`config.mk`:
```
export PLATFORM = sky130hd
export DESIGN_NAME = ccu_capture_compare_unit
export DESIGN_NICKNAME = d
export VERILOG_FILES = /design/src/shared/ccu_pkg.sv /design/src/core/ccu_capture_compare_unit.sv
export SDC_FILE = /design/constraint.sdc
export NUM_CORES = 2
export LEC_CHECK = 0
export BUFFER_PORTS_ARGS = -buffer_cell sky130_fd_sc_hd__buf_2
export CAP_MARGIN = 20
export CELL_PAD_IN_SITES_DETAIL_PLACEMENT = 1
export CELL_PAD_IN_SITES_GLOBAL_PLACEMENT = 2
export CORE_MARGIN = 10
export CORE_UTILIZATION = 35
export DETAILED_ROUTE_END_ITERATION = 7
export GPL_ROUTABILITY_DRIVEN = 0
export PLACE_DENSITY_LB_ADDON = 0.15
export SKIP_CTS_REPAIR_TIMING = 1
export SYNTH_ARGS = -nofsm -noshare
export SYNTH_HDL_FRONTEND = slang
export SYNTH_SLANG_ARGS = --single-unit
```
`constraint.sdc`:
```
create_clock -name clk_sys -period 3.2 [get_ports clk_sys]
set_input_delay 0.64 -clock clk_sys [delete_from_list [all_inputs] [get_ports clk_sys]]
set_output_delay 0.64 -clock clk_sys [all_outputs]
set_load 0.005 [all_outputs]
```
`src/shared/ccu_pkg.sv`:
```
// constants, register map and types of the sixteen-channel capture/compare unit
package ccu_pkg;

    // ========================================
    // sizes
    localparam int unsigned NUM_CH   = 16;
    localparam int unsigned NUM_TMR  = 2;
    localparam int unsigned TMR_W    = 16;
    localparam int unsigned ADDR_W   = 8;
    localparam int unsigned PRE_W    = 9;
    localparam int unsigned CTRL_W   = 9;
    localparam int unsigned PAIRS    = 8;

    // ========================================
    // register byte offsets
    localparam logic [7:0] OFF_CTRL  = 8'h00;
    localparam logic [7:0] OFF_TMR0  = 8'h04;
    localparam logic [7:0] OFF_RLD0  = 8'h08;
    localparam logic [7:0] OFF_TMR1  = 8'h0C;
    localparam logic [7:0] OFF_RLD1  = 8'h10;
    localparam logic [7:0] OFF_STAT  = 8'h14;
    localparam logic [7:0] OFF_CLR   = 8'h18;
    localparam logic [7:0] OFF_EN    = 8'h1C;
    localparam logic [7:0] OFF_DBL   = 8'h20;
    localparam logic [7:0] OFF_PIN   = 8'h24;
    localparam logic [7:0] OFF_CH0   = 8'h40;
    localparam logic [1:0] CH_REGION = 2'h1;

    // ========================================
    // control register fields, per timer stride of four bits
    localparam int unsigned CTRL_RUN_BIT  = 0;
    localparam int unsigned CTRL_SEL_LSB  = 1;
    localparam int unsigned CTRL_STRIDE   = 4;
    localparam int unsigned CTRL_STAG_BIT = 8;
    localparam logic [8:0]  CTRL_RST      = 9'h000;

    // ========================================
    // count clock sources
    localparam logic [2:0] CLK_DIV1   = 3'h0;
    localparam logic [2:0] CLK_DIV8   = 3'h1;
    localparam logic [2:0] CLK_DIV64  = 3'h2;
    localparam logic [2:0] CLK_DIV512 = 3'h3;
    localparam logic [2:0] CLK_NEIGH  = 3'h4;
    localparam logic [2:0] CLK_EXT    = 3'h5;

    // ========================================
    // channel modes, field bits 19:16 of a channel register
    typedef enum logic [3:0] {
        CCU_OFF      = 4'h0,
        CCU_CAP_RISE = 4'h1,
        CCU_CAP_FALL = 4'h2,
        CCU_CAP_BOTH = 4'h3,
        CCU_CMP0     = 4'h4,
        CCU_CMP1     = 4'h5,
        CCU_CMP2     = 4'h6,
        CCU_CMP3     = 4'h7
    } ccu_mode_e;

    // channel register: value 15:0, mode 19:16, timer 20, single event 21
    typedef struct packed {
        logic             sgl;
        logic             tsel;
        logic [3:0]       mode;
        logic [TMR_W-1:0] val;
    } ccu_chan_s;

    localparam int unsigned CH_W = 22;

    typedef struct packed {
        logic              psel;
        logic              penable;
        logic              pwrite;
        logic [ADDR_W-1:0] paddr;
        logic [31:0]       pwdata;
    } ccu_apb_req_s;

endpackage

```
`src/core/ccu_capture_compare_unit.sv`:
```
// sixteen-channel capture/compare unit with two reloadable time bases on APB
// Overview of operation
// - sixteen channels, resolution one clock, or eight clocks in staggered operation.
// - two independent 16-bit timers, each with its own reload register.
// - timer clock is a prescaled system clock or neighbour upper timer overflow.
// - timers may also advance on rising edges of the external count inputs.
// - each channel picks either timer and either capture or compare.
// - each channel owns a pin: capture input or compare output.
// - capture edge copies the assigned timer value into the channel register.
// - every capture raises that channel's own interrupt request.
// - capture edge is rising, falling or both, chosen per channel.
// - compare channels compare continuously and act on equality by mode.
// - mode zero raises interrupts only, pin untouched, several per period.
// - mode one toggles the pin on every match, several per period.
// - mode two raises at most one interrupt per timer period.
// - mode three sets pin on match, clears on overflow, once per period.
// - double-register pairs share one pin; the high channel's match toggles it, the low channel's only in mode one.
// - single-event option stops a channel after one edge or pulse.
//
// Decided for this implementation: the address map and register access over APB.
`timescale 1ns/100ps
module ccu_capture_compare_unit (
    input  wire logic                       clk_sys,
    input  wire logic                       reset_n,
    input  wire ccu_pkg::ccu_apb_req_s      apb_req,
    output logic                            pready,
    output logic [31:0]                     prdata,
    output logic                            pslverr,
    input  wire logic [ccu_pkg::NUM_CH-1:0] pin_in,
    output logic [ccu_pkg::NUM_CH-1:0]      pin_out,
    output logic [ccu_pkg::NUM_CH-1:0]      pin_oe_n,
    input  wire logic [1:0]                 cnt_in,
    input  wire logic                       neighbour_upper_timer_ovf,
    output logic                            irq
);

    localparam int unsigned NC = ccu_pkg::NUM_CH;
    localparam int unsigned NT = ccu_pkg::NUM_TMR;
    localparam int unsigned TW = ccu_pkg::TMR_W;

    // ========================================
    // decoding helpers
    function automatic logic is_cap(input logic [3:0] m);
        return (m == ccu_pkg::CCU_CAP_RISE) || (m == ccu_pkg::CCU_CAP_FALL)
            || (m == ccu_pkg::CCU_CAP_BOTH);
    endfunction

    function automatic logic is_cmp(input logic [3:0] m);
        return (m == ccu_pkg::CCU_CMP0) || (m == ccu_pkg::CCU_CMP1)
            || (m == ccu_pkg::CCU_CMP2) || (m == ccu_pkg::CCU_CMP3);
    endfunction

    function automatic logic clk_pick(input logic [2:0] sel,
                                      input logic [ccu_pkg::PRE_W-1:0] pre,
                                      input logic nut, input logic ext);
        logic r;
        r = 1'b0;
        case (sel)
            ccu_pkg::CLK_DIV1:   r = 1'b1;
            ccu_pkg::CLK_DIV8:   r = &pre[2:0];
            ccu_pkg::CLK_DIV64:  r = &pre[5:0];
            ccu_pkg::CLK_DIV512: r = &pre;
            ccu_pkg::CLK_NEIGH:  r = nut;
            ccu_pkg::CLK_EXT:    r = ext;
            default:             r = 1'b0;
        endcase
        return r;
    endfunction

    // ========================================
    // state
    logic                          pready_r;
    logic [31:0]                   prdata_r;
    logic                          pslverr_r;
    logic                          irq_r;
    logic [ccu_pkg::CTRL_W-1:0]    ctrl_r;
    logic [NT-1:0][TW-1:0]         tmr_r;
    logic [NT-1:0][TW-1:0]         rld_r;
    logic [NC-1:0]                 stat_r;
    logic [NC-1:0]                 stat_nxt;
    logic [NC-1:0]                 en_r;
    logic [NC-1:0]                 en_nxt;
    logic [ccu_pkg::PAIRS-1:0]     dbl_r;
    logic [ccu_pkg::PRE_W-1:0]     pre_r;
    logic [1:0]                    cnt_in_r;
    logic [NC-1:0]                 pin_in_r;
    logic [NC-1:0]                 pin_out_r;
    logic [NC-1:0]                 pin_oe_n_r;
    ccu_pkg::ccu_chan_s [NC-1:0]   chan_r;
    logic [NC-1:0]                 eq_prev_r;
    logic [NC-1:0]                 done_r;
    logic [NC-1:0]                 lock_r;
    logic [NC-1:0]                 cap_evt;
    logic [NC-1:0]                 cmp_evt;
    logic [NC-1:0]                 eq_now;
    logic [NT-1:0]                 tick;
    logic [NT-1:0]                 ovf;
    logic [NT-1:0]                 tmr_wr;
    logic                          wr_fire;
    logic                          acc_start;
    logic                          stag_slot;
    logic [31:0]                   rd_data;
    logic                          rd_err;

    assign pready   = pready_r;
    assign prdata   = prdata_r;
    assign pslverr  = pslverr_r;
    assign irq      = irq_r;
    assign pin_out  = pin_out_r;
    assign pin_oe_n = pin_oe_n_r;

    // ========================================
    // APB slave: one wait state, answer registered
    assign acc_start = apb_req.psel & apb_req.penable & ~pready_r;
    assign wr_fire   = apb_req.psel & apb_req.penable & apb_req.pwrite & pready_r;

    always_comb begin
        rd_data = 32'h0000_0000;
        rd_err  = 1'b0;
        case (apb_req.paddr)
            ccu_pkg::OFF_CTRL: rd_data = {23'h000000, ctrl_r};
            ccu_pkg::OFF_TMR0: rd_data = {16'h0000, tmr_r[0]};
            ccu_pkg::OFF_RLD0: rd_data = {16'h0000, rld_r[0]};
            ccu_pkg::OFF_TMR1: rd_data = {16'h0000, tmr_r[1]};
            ccu_pkg::OFF_RLD1: rd_data = {16'h0000, rld_r[1]};
            ccu_pkg::OFF_STAT: rd_data = {16'h0000, stat_r};
            ccu_pkg::OFF_CLR:  rd_data = 32'h0000_0000;
            ccu_pkg::OFF_EN:   rd_data = {16'h0000, en_r};
            ccu_pkg::OFF_DBL:  rd_data = {24'h000000, dbl_r};
            ccu_pkg::OFF_PIN:  rd_data = {16'h0000, pin_in_r};
            default: begin
                if (apb_req.paddr[7:6] == ccu_pkg::CH_REGION && apb_req.paddr[1:0] == 2'h0) begin
                    rd_data = {10'h000, chan_r[apb_req.paddr[5:2]]};
                end else begin
                    rd_err = 1'b1;
                end
            end
        endcase
    end

    always_ff @(posedge clk_sys) begin
        if (!reset_n) begin
            pready_r  <= 1'b0;
            prdata_r  <= 32'h0000_0000;
            pslverr_r <= 1'b0;
        end else begin
            pready_r  <= acc_start;
            prdata_r  <= (acc_start && !apb_req.pwrite) ? rd_data : 32'h0000_0000;
            pslverr_r <= acc_start & rd_err;
        end
    end

    // ========================================
    // software configuration registers
    always_ff @(posedge clk_sys) begin
        if (!reset_n) begin
            ctrl_r <= ccu_pkg::CTRL_RST;
            rld_r  <= '0;
            en_r   <= '0;
            dbl_r  <= '0;
        end else if (wr_fire) begin
            case (apb_req.paddr)
                ccu_pkg::OFF_CTRL: ctrl_r   <= apb_req.pwdata[ccu_pkg::CTRL_W-1:0];
                ccu_pkg::OFF_RLD0: rld_r[0] <= apb_req.pwdata[TW-1:0];
                ccu_pkg::OFF_RLD1: rld_r[1] <= apb_req.pwdata[TW-1:0];
                ccu_pkg::OFF_EN:   en_r     <= apb_req.pwdata[NC-1:0];
                ccu_pkg::OFF_DBL:  dbl_r    <= apb_req.pwdata[ccu_pkg::PAIRS-1:0];
                default: ;
            endcase
        end
    end

    // ========================================
    // prescaler and input registers
    always_ff @(posedge clk_sys) begin
        if (!reset_n) begin
            pre_r    <= '0;
            cnt_in_r <= '0;
            pin_in_r <= '0;
        end else begin
            pre_r    <= pre_r + 9'h001;
            cnt_in_r <= cnt_in;
            pin_in_r <= pin_in;
        end
    end

    // staggered operation lets the timers move only every eighth clock
    assign stag_slot = ~ctrl_r[ccu_pkg::CTRL_STAG_BIT] | (&pre_r[2:0]);

    // ========================================
    // time-base timers
    assign tmr_wr[0] = wr_fire && apb_req.paddr == ccu_pkg::OFF_TMR0;
    assign tmr_wr[1] = wr_fire && apb_req.paddr == ccu_pkg::OFF_TMR1;

    for (genvar t = 0; t < NT; t++) begin : g_tmr
        localparam int unsigned B = t * ccu_pkg::CTRL_STRIDE;
        assign tick[t] = ctrl_r[B + ccu_pkg::CTRL_RUN_BIT] & stag_slot
            & clk_pick(ctrl_r[B + ccu_pkg::CTRL_SEL_LSB +: 3], pre_r,
                       neighbour_upper_timer_ovf,
                       cnt_in[t] & ~cnt_in_r[t]);
        assign ovf[t] = tick[t] & (&tmr_r[t]);

        always_ff @(posedge clk_sys) begin
            if (!reset_n) begin
                tmr_r[t] <= '0;
            end else if (tmr_wr[t]) begin
                tmr_r[t] <= apb_req.pwdata[TW-1:0];
            end else if (ovf[t]) begin
                tmr_r[t] <= rld_r[t];
            end else if (tick[t]) begin
                tmr_r[t] <= tmr_r[t] + 16'h0001;
            end
        end
    end

    // ========================================
    // channel array
    for (genvar i = 0; i < NC; i++) begin : g_ch
        localparam logic [7:0] CH_OFF = ccu_pkg::OFF_CH0 + 8'(i * 4);
        logic        ch_wr;
        logic        rise;
        logic        fall;
        logic        paired_hi;
        logic        tog;
        logic        md_cmp;
        logic [3:0]  md;
        logic [TW-1:0] tv;

        assign md        = chan_r[i].mode;
        assign tv        = tmr_r[chan_r[i].tsel];
        assign ch_wr     = wr_fire && apb_req.paddr == CH_OFF;
        assign rise      = pin_in[i] & ~pin_in_r[i];
        assign fall      = ~pin_in[i] & pin_in_r[i];
        assign md_cmp    = is_cmp(md);
        assign eq_now[i] = md_cmp && (tv == chan_r[i].val);
        assign paired_hi = (i >= ccu_pkg::PAIRS) && dbl_r[i % ccu_pkg::PAIRS];

        assign cap_evt[i] = ~lock_r[i] & is_cap(md)
            & (((md == ccu_pkg::CCU_CAP_RISE) & rise)
             | ((md == ccu_pkg::CCU_CAP_FALL) & fall)
             | ((md == ccu_pkg::CCU_CAP_BOTH) & (rise | fall)));
        assign cmp_evt[i] = eq_now[i] & ~eq_prev_r[i] & ~lock_r[i]
            & ~(done_r[i] & ((md == ccu_pkg::CCU_CMP2)
                           | (md == ccu_pkg::CCU_CMP3)));

        always_ff @(posedge clk_sys) begin
            if (!reset_n) begin
                chan_r[i]    <= '0;
                eq_prev_r[i] <= 1'b0;
                done_r[i]    <= 1'b0;
                lock_r[i]    <= 1'b0;
            end else begin
                eq_prev_r[i] <= eq_now[i];
                if (ch_wr) begin
                    chan_r[i] <= apb_req.pwdata[ccu_pkg::CH_W-1:0];
                    done_r[i] <= 1'b0;
                    lock_r[i] <= 1'b0;
                end else begin
                    if (cap_evt[i]) begin
                        chan_r[i].val <= tv;
                    end
                    if (cmp_evt[i]) begin
                        done_r[i] <= 1'b1;
                    end else if (ovf[chan_r[i].tsel]) begin
                        done_r[i] <= 1'b0;
                    end
                    if ((cap_evt[i] | cmp_evt[i]) & chan_r[i].sgl) begin
                        lock_r[i] <= 1'b1;
                    end
                end
            end
        end

        // own pin toggles in mode one, except on a paired high channel; a low channel also follows its paired high one
        if (i < ccu_pkg::PAIRS) begin : g_lo
            assign tog = (cmp_evt[i] & (md == ccu_pkg::CCU_CMP1))
                | (dbl_r[i] & cmp_evt[i + ccu_pkg::PAIRS]);
        end else begin : g_hi
            assign tog = cmp_evt[i] & (md == ccu_pkg::CCU_CMP1) & ~paired_hi;
        end

        always_ff @(posedge clk_sys) begin
            if (!reset_n) begin
                pin_out_r[i]  <= 1'b0;
                pin_oe_n_r[i] <= 1'b1;
            end else begin
                if (md == ccu_pkg::CCU_CMP3 && cmp_evt[i] && !paired_hi) begin
                    pin_out_r[i] <= 1'b1;
                end else if (md == ccu_pkg::CCU_CMP3 && ovf[chan_r[i].tsel] && !paired_hi) begin
                    pin_out_r[i] <= 1'b0;
                end else if (tog) begin
                    pin_out_r[i] <= ~pin_out_r[i];
                end
                pin_oe_n_r[i] <= ~((((md == ccu_pkg::CCU_CMP1) | (md == ccu_pkg::CCU_CMP3))
                    & ~paired_hi) | ((i < ccu_pkg::PAIRS) & dbl_r[i % ccu_pkg::PAIRS]));
            end
        end
    end

    // ========================================
    // interrupt status: events win over a clear in the same cycle
    // enable as it will stand after this cycle, so irq follows a fresh enable at once
    assign en_nxt = (wr_fire && apb_req.paddr == ccu_pkg::OFF_EN)
        ? apb_req.pwdata[NC-1:0] : en_r;

    always_comb begin
        stat_nxt = stat_r;
        if (wr_fire && apb_req.paddr == ccu_pkg::OFF_CLR) begin
            stat_nxt = stat_r & ~apb_req.pwdata[NC-1:0];
        end
        stat_nxt = stat_nxt | cap_evt | cmp_evt;
    end

    always_ff @(posedge clk_sys) begin
        if (!reset_n) begin
            stat_r <= '0;
            irq_r  <= 1'b0;
        end else begin
            stat_r <= stat_nxt;
            irq_r  <= |(stat_nxt & en_nxt);
        end
    end
endmodule

```
-- Word-level counts from Yosys, hierarchy flattened
Cells that the tools add are included.
Widths: inputs -> output; s select.
- bits in registers: 607
- input port bits: 64
- output and inout port bits: 67
- word-level logic and storage cells: 1281
- add/subtract/negate cells: 3
- order comparisons: 17
- eq/ne operators: 164
- muxes and demuxes: 192
- bitwise operators: 488
- reductions and logical operators: 258
- operator list (kind ; number):
    $mux 16 ; 72
    $pmux 32 s10 ; 1
    $eq 16x16->1 ; 16
    $eq 4x3->1 const B ; 64
    $and 1x1->1 ; 245
    $eq 4x2->1 const B ; 32
    $eq 8x7->1 const B ; 16
    $not 1->1 ; 125
    $mux 1 ; 114
    $or 1x1->1 ; 113
    $bmux 22 s4 ; 1
    $logic_and 1x1->1 ; 86
    $logic_or 1x1->1 ; 80
    $eq 4x1->1 const B ; 16
    $reduce_bool 2->1 ; 32
    $reduce_bool 3->1 ; 18
    $mux 22 ; 2
    $add 16x1->16 const B ; 2
    $and 16x16->16 ; 2
    $eq 8x5->1 const B ; 4
    $lt 1x2->1 const B ; 16
    $or 16x16->16 ; 2
    $reduce_and 16->1 ; 2
    $reduce_or 2->1 ; 16
    other kinds (21) ; 45

-- Logic depth before layout (Yosys ltp)
- depth after elaboration: 13
- gate-level depth with buffers: 15
- depth with buffers taken out: 13

-- Worst setup path after synthesis
OpenSTA, ideal clock, no wires.
- kind: input to register
- start point: in apb_req[37] (netlist bit)
- end point: reg irq_r (netlist: irq)
- setup time: 120 ps
- arrival: 2952 ps
- data required time: 3080 ps
- path slack: 128 ps
- stages: 10
- buffers on the path: 3
- path through: buf_2 -> or4b_1 -> buf_4 -> nor2_4 -> buf_4 -> mux2i_1 -> nor4_1 -> a2111oi_0 -> o2111ai_1 -> o31a_1
- longest elaborated chain between the ends: 7
- elaborated cells on any way between the ends: 10
- classes of those cells: eq/ne (2); mux (2); bitwise (3); reduce/logical (3)
- ends and longest elaborated chain (item ; RTL line ; text):
    start, declared ; ccu_capture_compare_unit.sv:25 ; input wire ccu_pkg::ccu_apb_req_s apb_req,
    $eq 8x5->1 ; ccu_capture_compare_unit.sv:308 ; if (wr_fire && apb_req.paddr == ccu_pkg::OFF_CLR) begin
    $logic_and 1x1->1 ; ccu_capture_compare_unit.sv:308 ;
    $mux 16 ; ccu_capture_compare_unit.sv:308 ;
    $or 16x16->16 (2 in a row) ; ccu_capture_compare_unit.sv:311 ; stat_nxt = stat_nxt | cap_evt | cmp_evt;
    $and 16x16->16 (*) ; ccu_capture_compare_unit.sv:320 ; irq_r <= |(stat_nxt & en_nxt);
    $reduce_or 16->1 (*) ; ccu_capture_compare_unit.sv:320 ;
    end signal, assigned ; ccu_capture_compare_unit.sv:320 ;
    end, declared ; ccu_capture_compare_unit.sv:75 ; logic irq_r;
Every way passes the cells marked *; elsewhere a longest branch is shown, timed or not.
A chain may end at the register's enable or synchronous reset.

-- Worst setup path in the final report
- start point: reg tmr_r[30] (netlist bit)
- end point: reg pin_out_r[4] (netlist: pin_out[4])
- longest elaborated chain between the ends: 10
- elaborated cells on any way between the ends: 26
- classes of those cells: eq/ne (2); mux (8); bitwise (10); reduce/logical (6)
- ends and longest elaborated chain (item ; RTL line ; text):
    start, declared ; ccu_capture_compare_unit.sv:77 ; logic [NT-1:0][TW-1:0] tmr_r;
    start signal, assigned by index ; ccu_capture_compare_unit.sv:207 ; tmr_r[t] <= apb_req.pwdata[TW-1:0];
    start signal, assigned by index ; ccu_capture_compare_unit.sv:209 ; tmr_r[t] <= rld_r[t];
    start signal, assigned by index ; ccu_capture_compare_unit.sv:211 ; tmr_r[t] <= tmr_r[t] + 16'h0001;
    $mux 16 (not written as such) (2 in a row) ; ccu_capture_compare_unit.sv:230 ; assign tv = tmr_r[chan_r[i].tsel];
    $eq 16x16->1 ; ccu_capture_compare_unit.sv:235 ; assign eq_now[i] = md_cmp && (tv == chan_r[i].val);
    $logic_and 1x1->1 ; ccu_capture_compare_unit.sv:235 ;
    $and 1x1->1 (2 in a row) ; ccu_capture_compare_unit.sv:242 ; assign cmp_evt[i] = eq_now[i] & ~eq_prev_r[i] & ~lock_r[i]
    $and 1x1->1 ; ccu_capture_compare_unit.sv:243 ; & ~(done_r[i] & ((md == ccu_pkg::CCU_CMP2)
    $and 1x1->1 (on tied branches) ; ccu_capture_compare_unit.sv:276, ccu_capture_compare_unit.sv:277 ;
    $or 1x1->1 ; ccu_capture_compare_unit.sv:277 ; | (dbl_r[i] & cmp_evt[i + ccu_pkg::PAIRS]);
    $reduce_bool 3->1 (no source line) ; - ;
    end signal, assigned by index ; ccu_capture_compare_unit.sv:292 ; pin_out_r[i] <= ~pin_out_r[i];
    end, declared ; ccu_capture_compare_unit.sv:87 ; logic [NC-1:0] pin_out_r;
Several ways; a longest one is shown, not always the timed one. The select of a mux whose other input is x is not followed.

==> results.md <==
Run status:
- The run finished with clean final reports.

Finish:
- The final non-filler cell total is a little under 6000.
- The final layout contains 4571 nets.
- The layout has roughly 12000 filler cells.
- Compared with the post-synthesis result, the final layout area differs by 20.3%.
- Leaving out fill and tap cells, the most frequent cells in the layout are nand2_1, dfxtp_1, a21oi_1.
- The total non-filler cell area in the finished layout is roughly 0.042 sq mm.
- The library cell used most frequently in the layout, excluding fill and tap cells, is nand2_1.
- The share of post-route cells with drive strength above 1 is 0.178.

Drt:
- The number of iterations in the first detailed-routing pass is 8.
- Dividing the detail-routed wire length by the instance count gives roughly 34 microns.
- The number of vias per cell after detailed routing is between 6 and 7.
- The number of DRC markers after the initial detailed-route iteration is about 4200.
- The detail route stage leaves a number of antenna-violating nets equal to 0.
- The total number of vias is 36433.
- The final layout contains routed wiring with a total length of roughly 200000 microns.
- After detailed routing, the number of remaining DRC violations is 0.

Floorplanning:
- The floorplan core area is 0.0999 sq mm.
- In this run the count of I/O pins placed on the die edge is 131.
- The total number of placement rows is 116.
- The initial core utilization is 0.352.
- The die is between 300 and 400 microns wide.
- The full die area is 0.113 sq mm.
- The height of the die is between 300 and 400 microns.

Setup path:
- The reg-to-reg startpoint is tmr_r[30].
- Data on the critical path is required at its endpoint by roughly 3.8 ns.
- The worst setup path is of the register to register kind.
- The signal arrival time at the worst endpoint is around 3.8 ns.
- Counting both buffers and inverters, the worst setup path holds a total of 3.
- By instance count, the cell type seen most on the critical path is buf_4.
- STA classifies the critical path startpoint as a register.
- Walking the worst path, the cells encountered are buf_4, mux2i_1, xnor2_1, nor3_1, buf_4, nand4bb_1, nor4b_1, buf_4, mux2i_1, a21oi_1.
- STA classifies the critical path endpoint as a register.
- Setup slack on the worst reg-to-reg path comes out at 0.008 ns.
- The critical path's largest stage delay is between 0.6 and 0.7 ns.
- The cell family contributing the most delay on the critical path is simple AND/OR/NAND/NOR gates.
- The terminus of the critical flop-to-flop path is pin_out[4].
- The slowest stage of the critical path belongs to the cell dfxtp_1.
- The critical-path maximum fanout is 8.
- The count of cells along the worst register-to-register path is 10.

GRT:
- The first-pass GRT wire length is around 280000 microns.
- The via count of the first global-routing pass is between 30000 and 40000.
- The pin count of the biggest net entering global routing is 60.
- For this run the aggregate overflow at the end of global routing stands at 0.
- In the global route stage, overall resource usage came out at 0.342.
- The initial antenna violation count was 15.

Placement:
- The half-perimeter wire length after detailed placement is approximately 140000 microns.
- The post-placement worst setup slack is -0.0701 ns.
- The placed standard-cell area is about 0.04 sq mm.
- Port buffering added between 100 and 150 buffers.
- The number of placed instances, taps included is 5681.

Power and ir drop:
- In this run the static leakage power is 13.5 nW.
- The largest vdd supply drop is a little under 300 uV.
- Power spread over the standard cell area amounts to between 400 and 500 mW/mm^2.

STA:
- For the pin with the worst max-slew slack, the measured transition is just over 1 ns.
- The final clock period utilization by the worst path is 0.998.
- The maximum achievable frequency is 313 MHz.
- The max-slew violation count is 0.
- The relative slew slack is 0.311.
- The final critical-path required period is 3.19 ns.
- The clock tree skew after final layout is 0.0351 ns.
- Setup violations remaining at the end of the flow were counted as 0.
- The final count of hold timing violations came to 0.
- For the final routed database, the setup TNS stands at 0 ns.
- Across all setup checks in the final design, the least slack found is just under 0.008 ns.

Synthesis:
- After synthesis, the share of flip-flops with an asynchronous set or reset is 0.
- Of the synthesized area, sequential elements account for 0.340.
- The yosys synthesis warning count is 0.
- Averaged over all synthesized cells, the footprint is slightly above 8 sq um.
- The distinct cell type count after synthesis is 80.
- The gate count of the mapped netlist is ~4300.
- The summed instance area of the synthesized netlist is 0.0351 sq mm.
- The number of enable-type register cells in the synthesized netlist is 0.
- After synthesis the netlist holds a flip-flop and latch count of about 600.
- In the synthesized netlist the dominant register cell turns out to be dfxtp_1.

Flow run:
- Across the run, the number of max-cap violations was 0.

Min path:
- In this run the most critical hold path is launched from cnt_in[1].
- The kind of path behind the tightest hold check is input port to register.
- The worst hold path passes through 2 cells.
- For hold timing, the worst endpoint is cnt_in_r[1].

Clocking:
- After clock tree synthesis, the clock-pin slew on the worst setup and hold paths is around 0.060 ns.
- The clock tree root driver cell is clkbuf_16.
- The number of buffers inserted during clock tree synthesis is 79.
- The CTS H-tree depth is 3.
- The clock network latency to the later pin of the worst-skew pair is 0.68 ns.
- The longest clock path from root to sink contains 3 buffers.
- For this design, the sink count on the clock tree is roughly 600.
- The CTS tree is built.
per-layer routing:
metal	wire, microns	share of wire	track usage
met4	12300	0.061	0.183
met3	20400	0.10	0.0893
met2	84100	0.42	0.507
met1	83200	0.42	0.450
met5	61	0.00031	0
report_power, final:
group          internal [W]  switching, W
clock network       0.00534       0.00379
logic              0.000183      0.000586
registers           0.00745     0.0000349
flip-flops by register name, summed over array words and instances, names as in the netlist, 8 cells and up:
| signal | flops |
|---|---|
| pre_r | 9 |
| eq_prev_r | 16 |
| stat_r | 16 |
| lock_r | 16 |
| dbl_r | 8 |
| prdata | 22 |
| g_ch.md | 64 |
| chan_r | 288 |
| en_r | 16 |
| pin_in_r | 16 |
| pin_out | 16 |
| rld_r | 32 |
| ctrl_r | 9 |
| pin_oe_n | 16 |
| tmr_r | 32 |
| done_r | 16 |
logic make-up after synthesis:
| group | synth area share |
|---|---|
| xor+xnor | 0.0656 |
| buf+inv | 0.0547 |
| mux | 0.153 |
| fa+ha+maj | 0.0132 |
| compound gates | 0.191 |
| flops | 0.340 |
| simple gates | 0.182 |
| other cells | 0.000107 |
Yosys cell counts (all sizes together) (5+ instances only):
cell type | number | area share
xor2 | 58 | 0.014
and2 | 16 | 0.0029
a211oi | 17 | 0.0036
xnor2 | 205 | 0.051
nand3 | 64 | 0.0091
nand2 | 977 | 0.10
buf | 88 | 0.013
o21ai | 56 | 0.0080
mux2i | 285 | 0.081
a2111oi | 19 | 0.0050
nand4 | 12 | 0.0021
a22oi | 36 | 0.0077
mux4 | 110 | 0.071
a41oi | 8 | 0.0020
nor4 | 76 | 0.014
nor3b | 8 | 0.0017
nor2 | 146 | 0.016
nand3b | 24 | 0.0051
a31o | 9 | 0.0022
a211o | 14 | 0.0035
and3b | 5 | 0.0012
a221oi | 9 | 0.0022
ha | 37 | 0.013
dfxtp | 597 | 0.34
nand2b | 17 | 0.0030
a21oi | 516 | 0.074
and3 | 25 | 0.0045
or3 | 8 | 0.0014
nor2b | 25 | 0.0045
mux2 | 5 | 0.0016
o211ai | 289 | 0.062
or4 | 5 | 0.0011
o22ai | 8 | 0.0014
a31oi | 14 | 0.0025
clkbuf | 318 | 0.034
or2 | 10 | 0.0018
nor3 | 27 | 0.0045
a222oi | 16 | 0.0046
inv | 72 | 0.0077
a311o | 11 | 0.0031
cell type report:
type	count	area, sq um	share of cell area
Multi-Input combinational cell	3232	21500	0.510
Clock inverter	16	145	0.00344
Inverter	72	278	0.00658
Sequential cell	597	12000	0.283
Antenna cell	3	7.51	0.000178
Clock buffer	125	2420	0.0574
Timing Repair Buffer	488	4270	0.101
Tap cell	1298	1620	0.0385
how the worst max path moves through the flow:
stage                            from          end  slack, ns  cells past startpoint
after CTS                   tmr_r[22]   pin_out[6]      -0.11                     11
after global placement    apb_req[37]          irq      -0.03                      9
final                       tmr_r[30]   pin_out[4]      0.008                     10
after global routing         pre_r[1]  pin_out[12]      -0.04                     14
after floorplan           apb_req[37]          irq       0.13                     10
after detailed placement  apb_req[37]          irq      -0.07                      9
stage by stage:
step | utilization | power, W | hold slack, ns
after floorplan | - | 0.00798 | 0.430
after global placement | 0.396 | 0.00839 | 0.451
after detailed placement | 0.396 | 0.00840 | 0.459
after CTS | 0.421 | 0.0174 | 0.161
after global routing | 0.423 | 0.0178 | 0.188
final | 0.423 | 0.0174 | 0.185
Note: power is estimated with default switching activity, not from simulation.
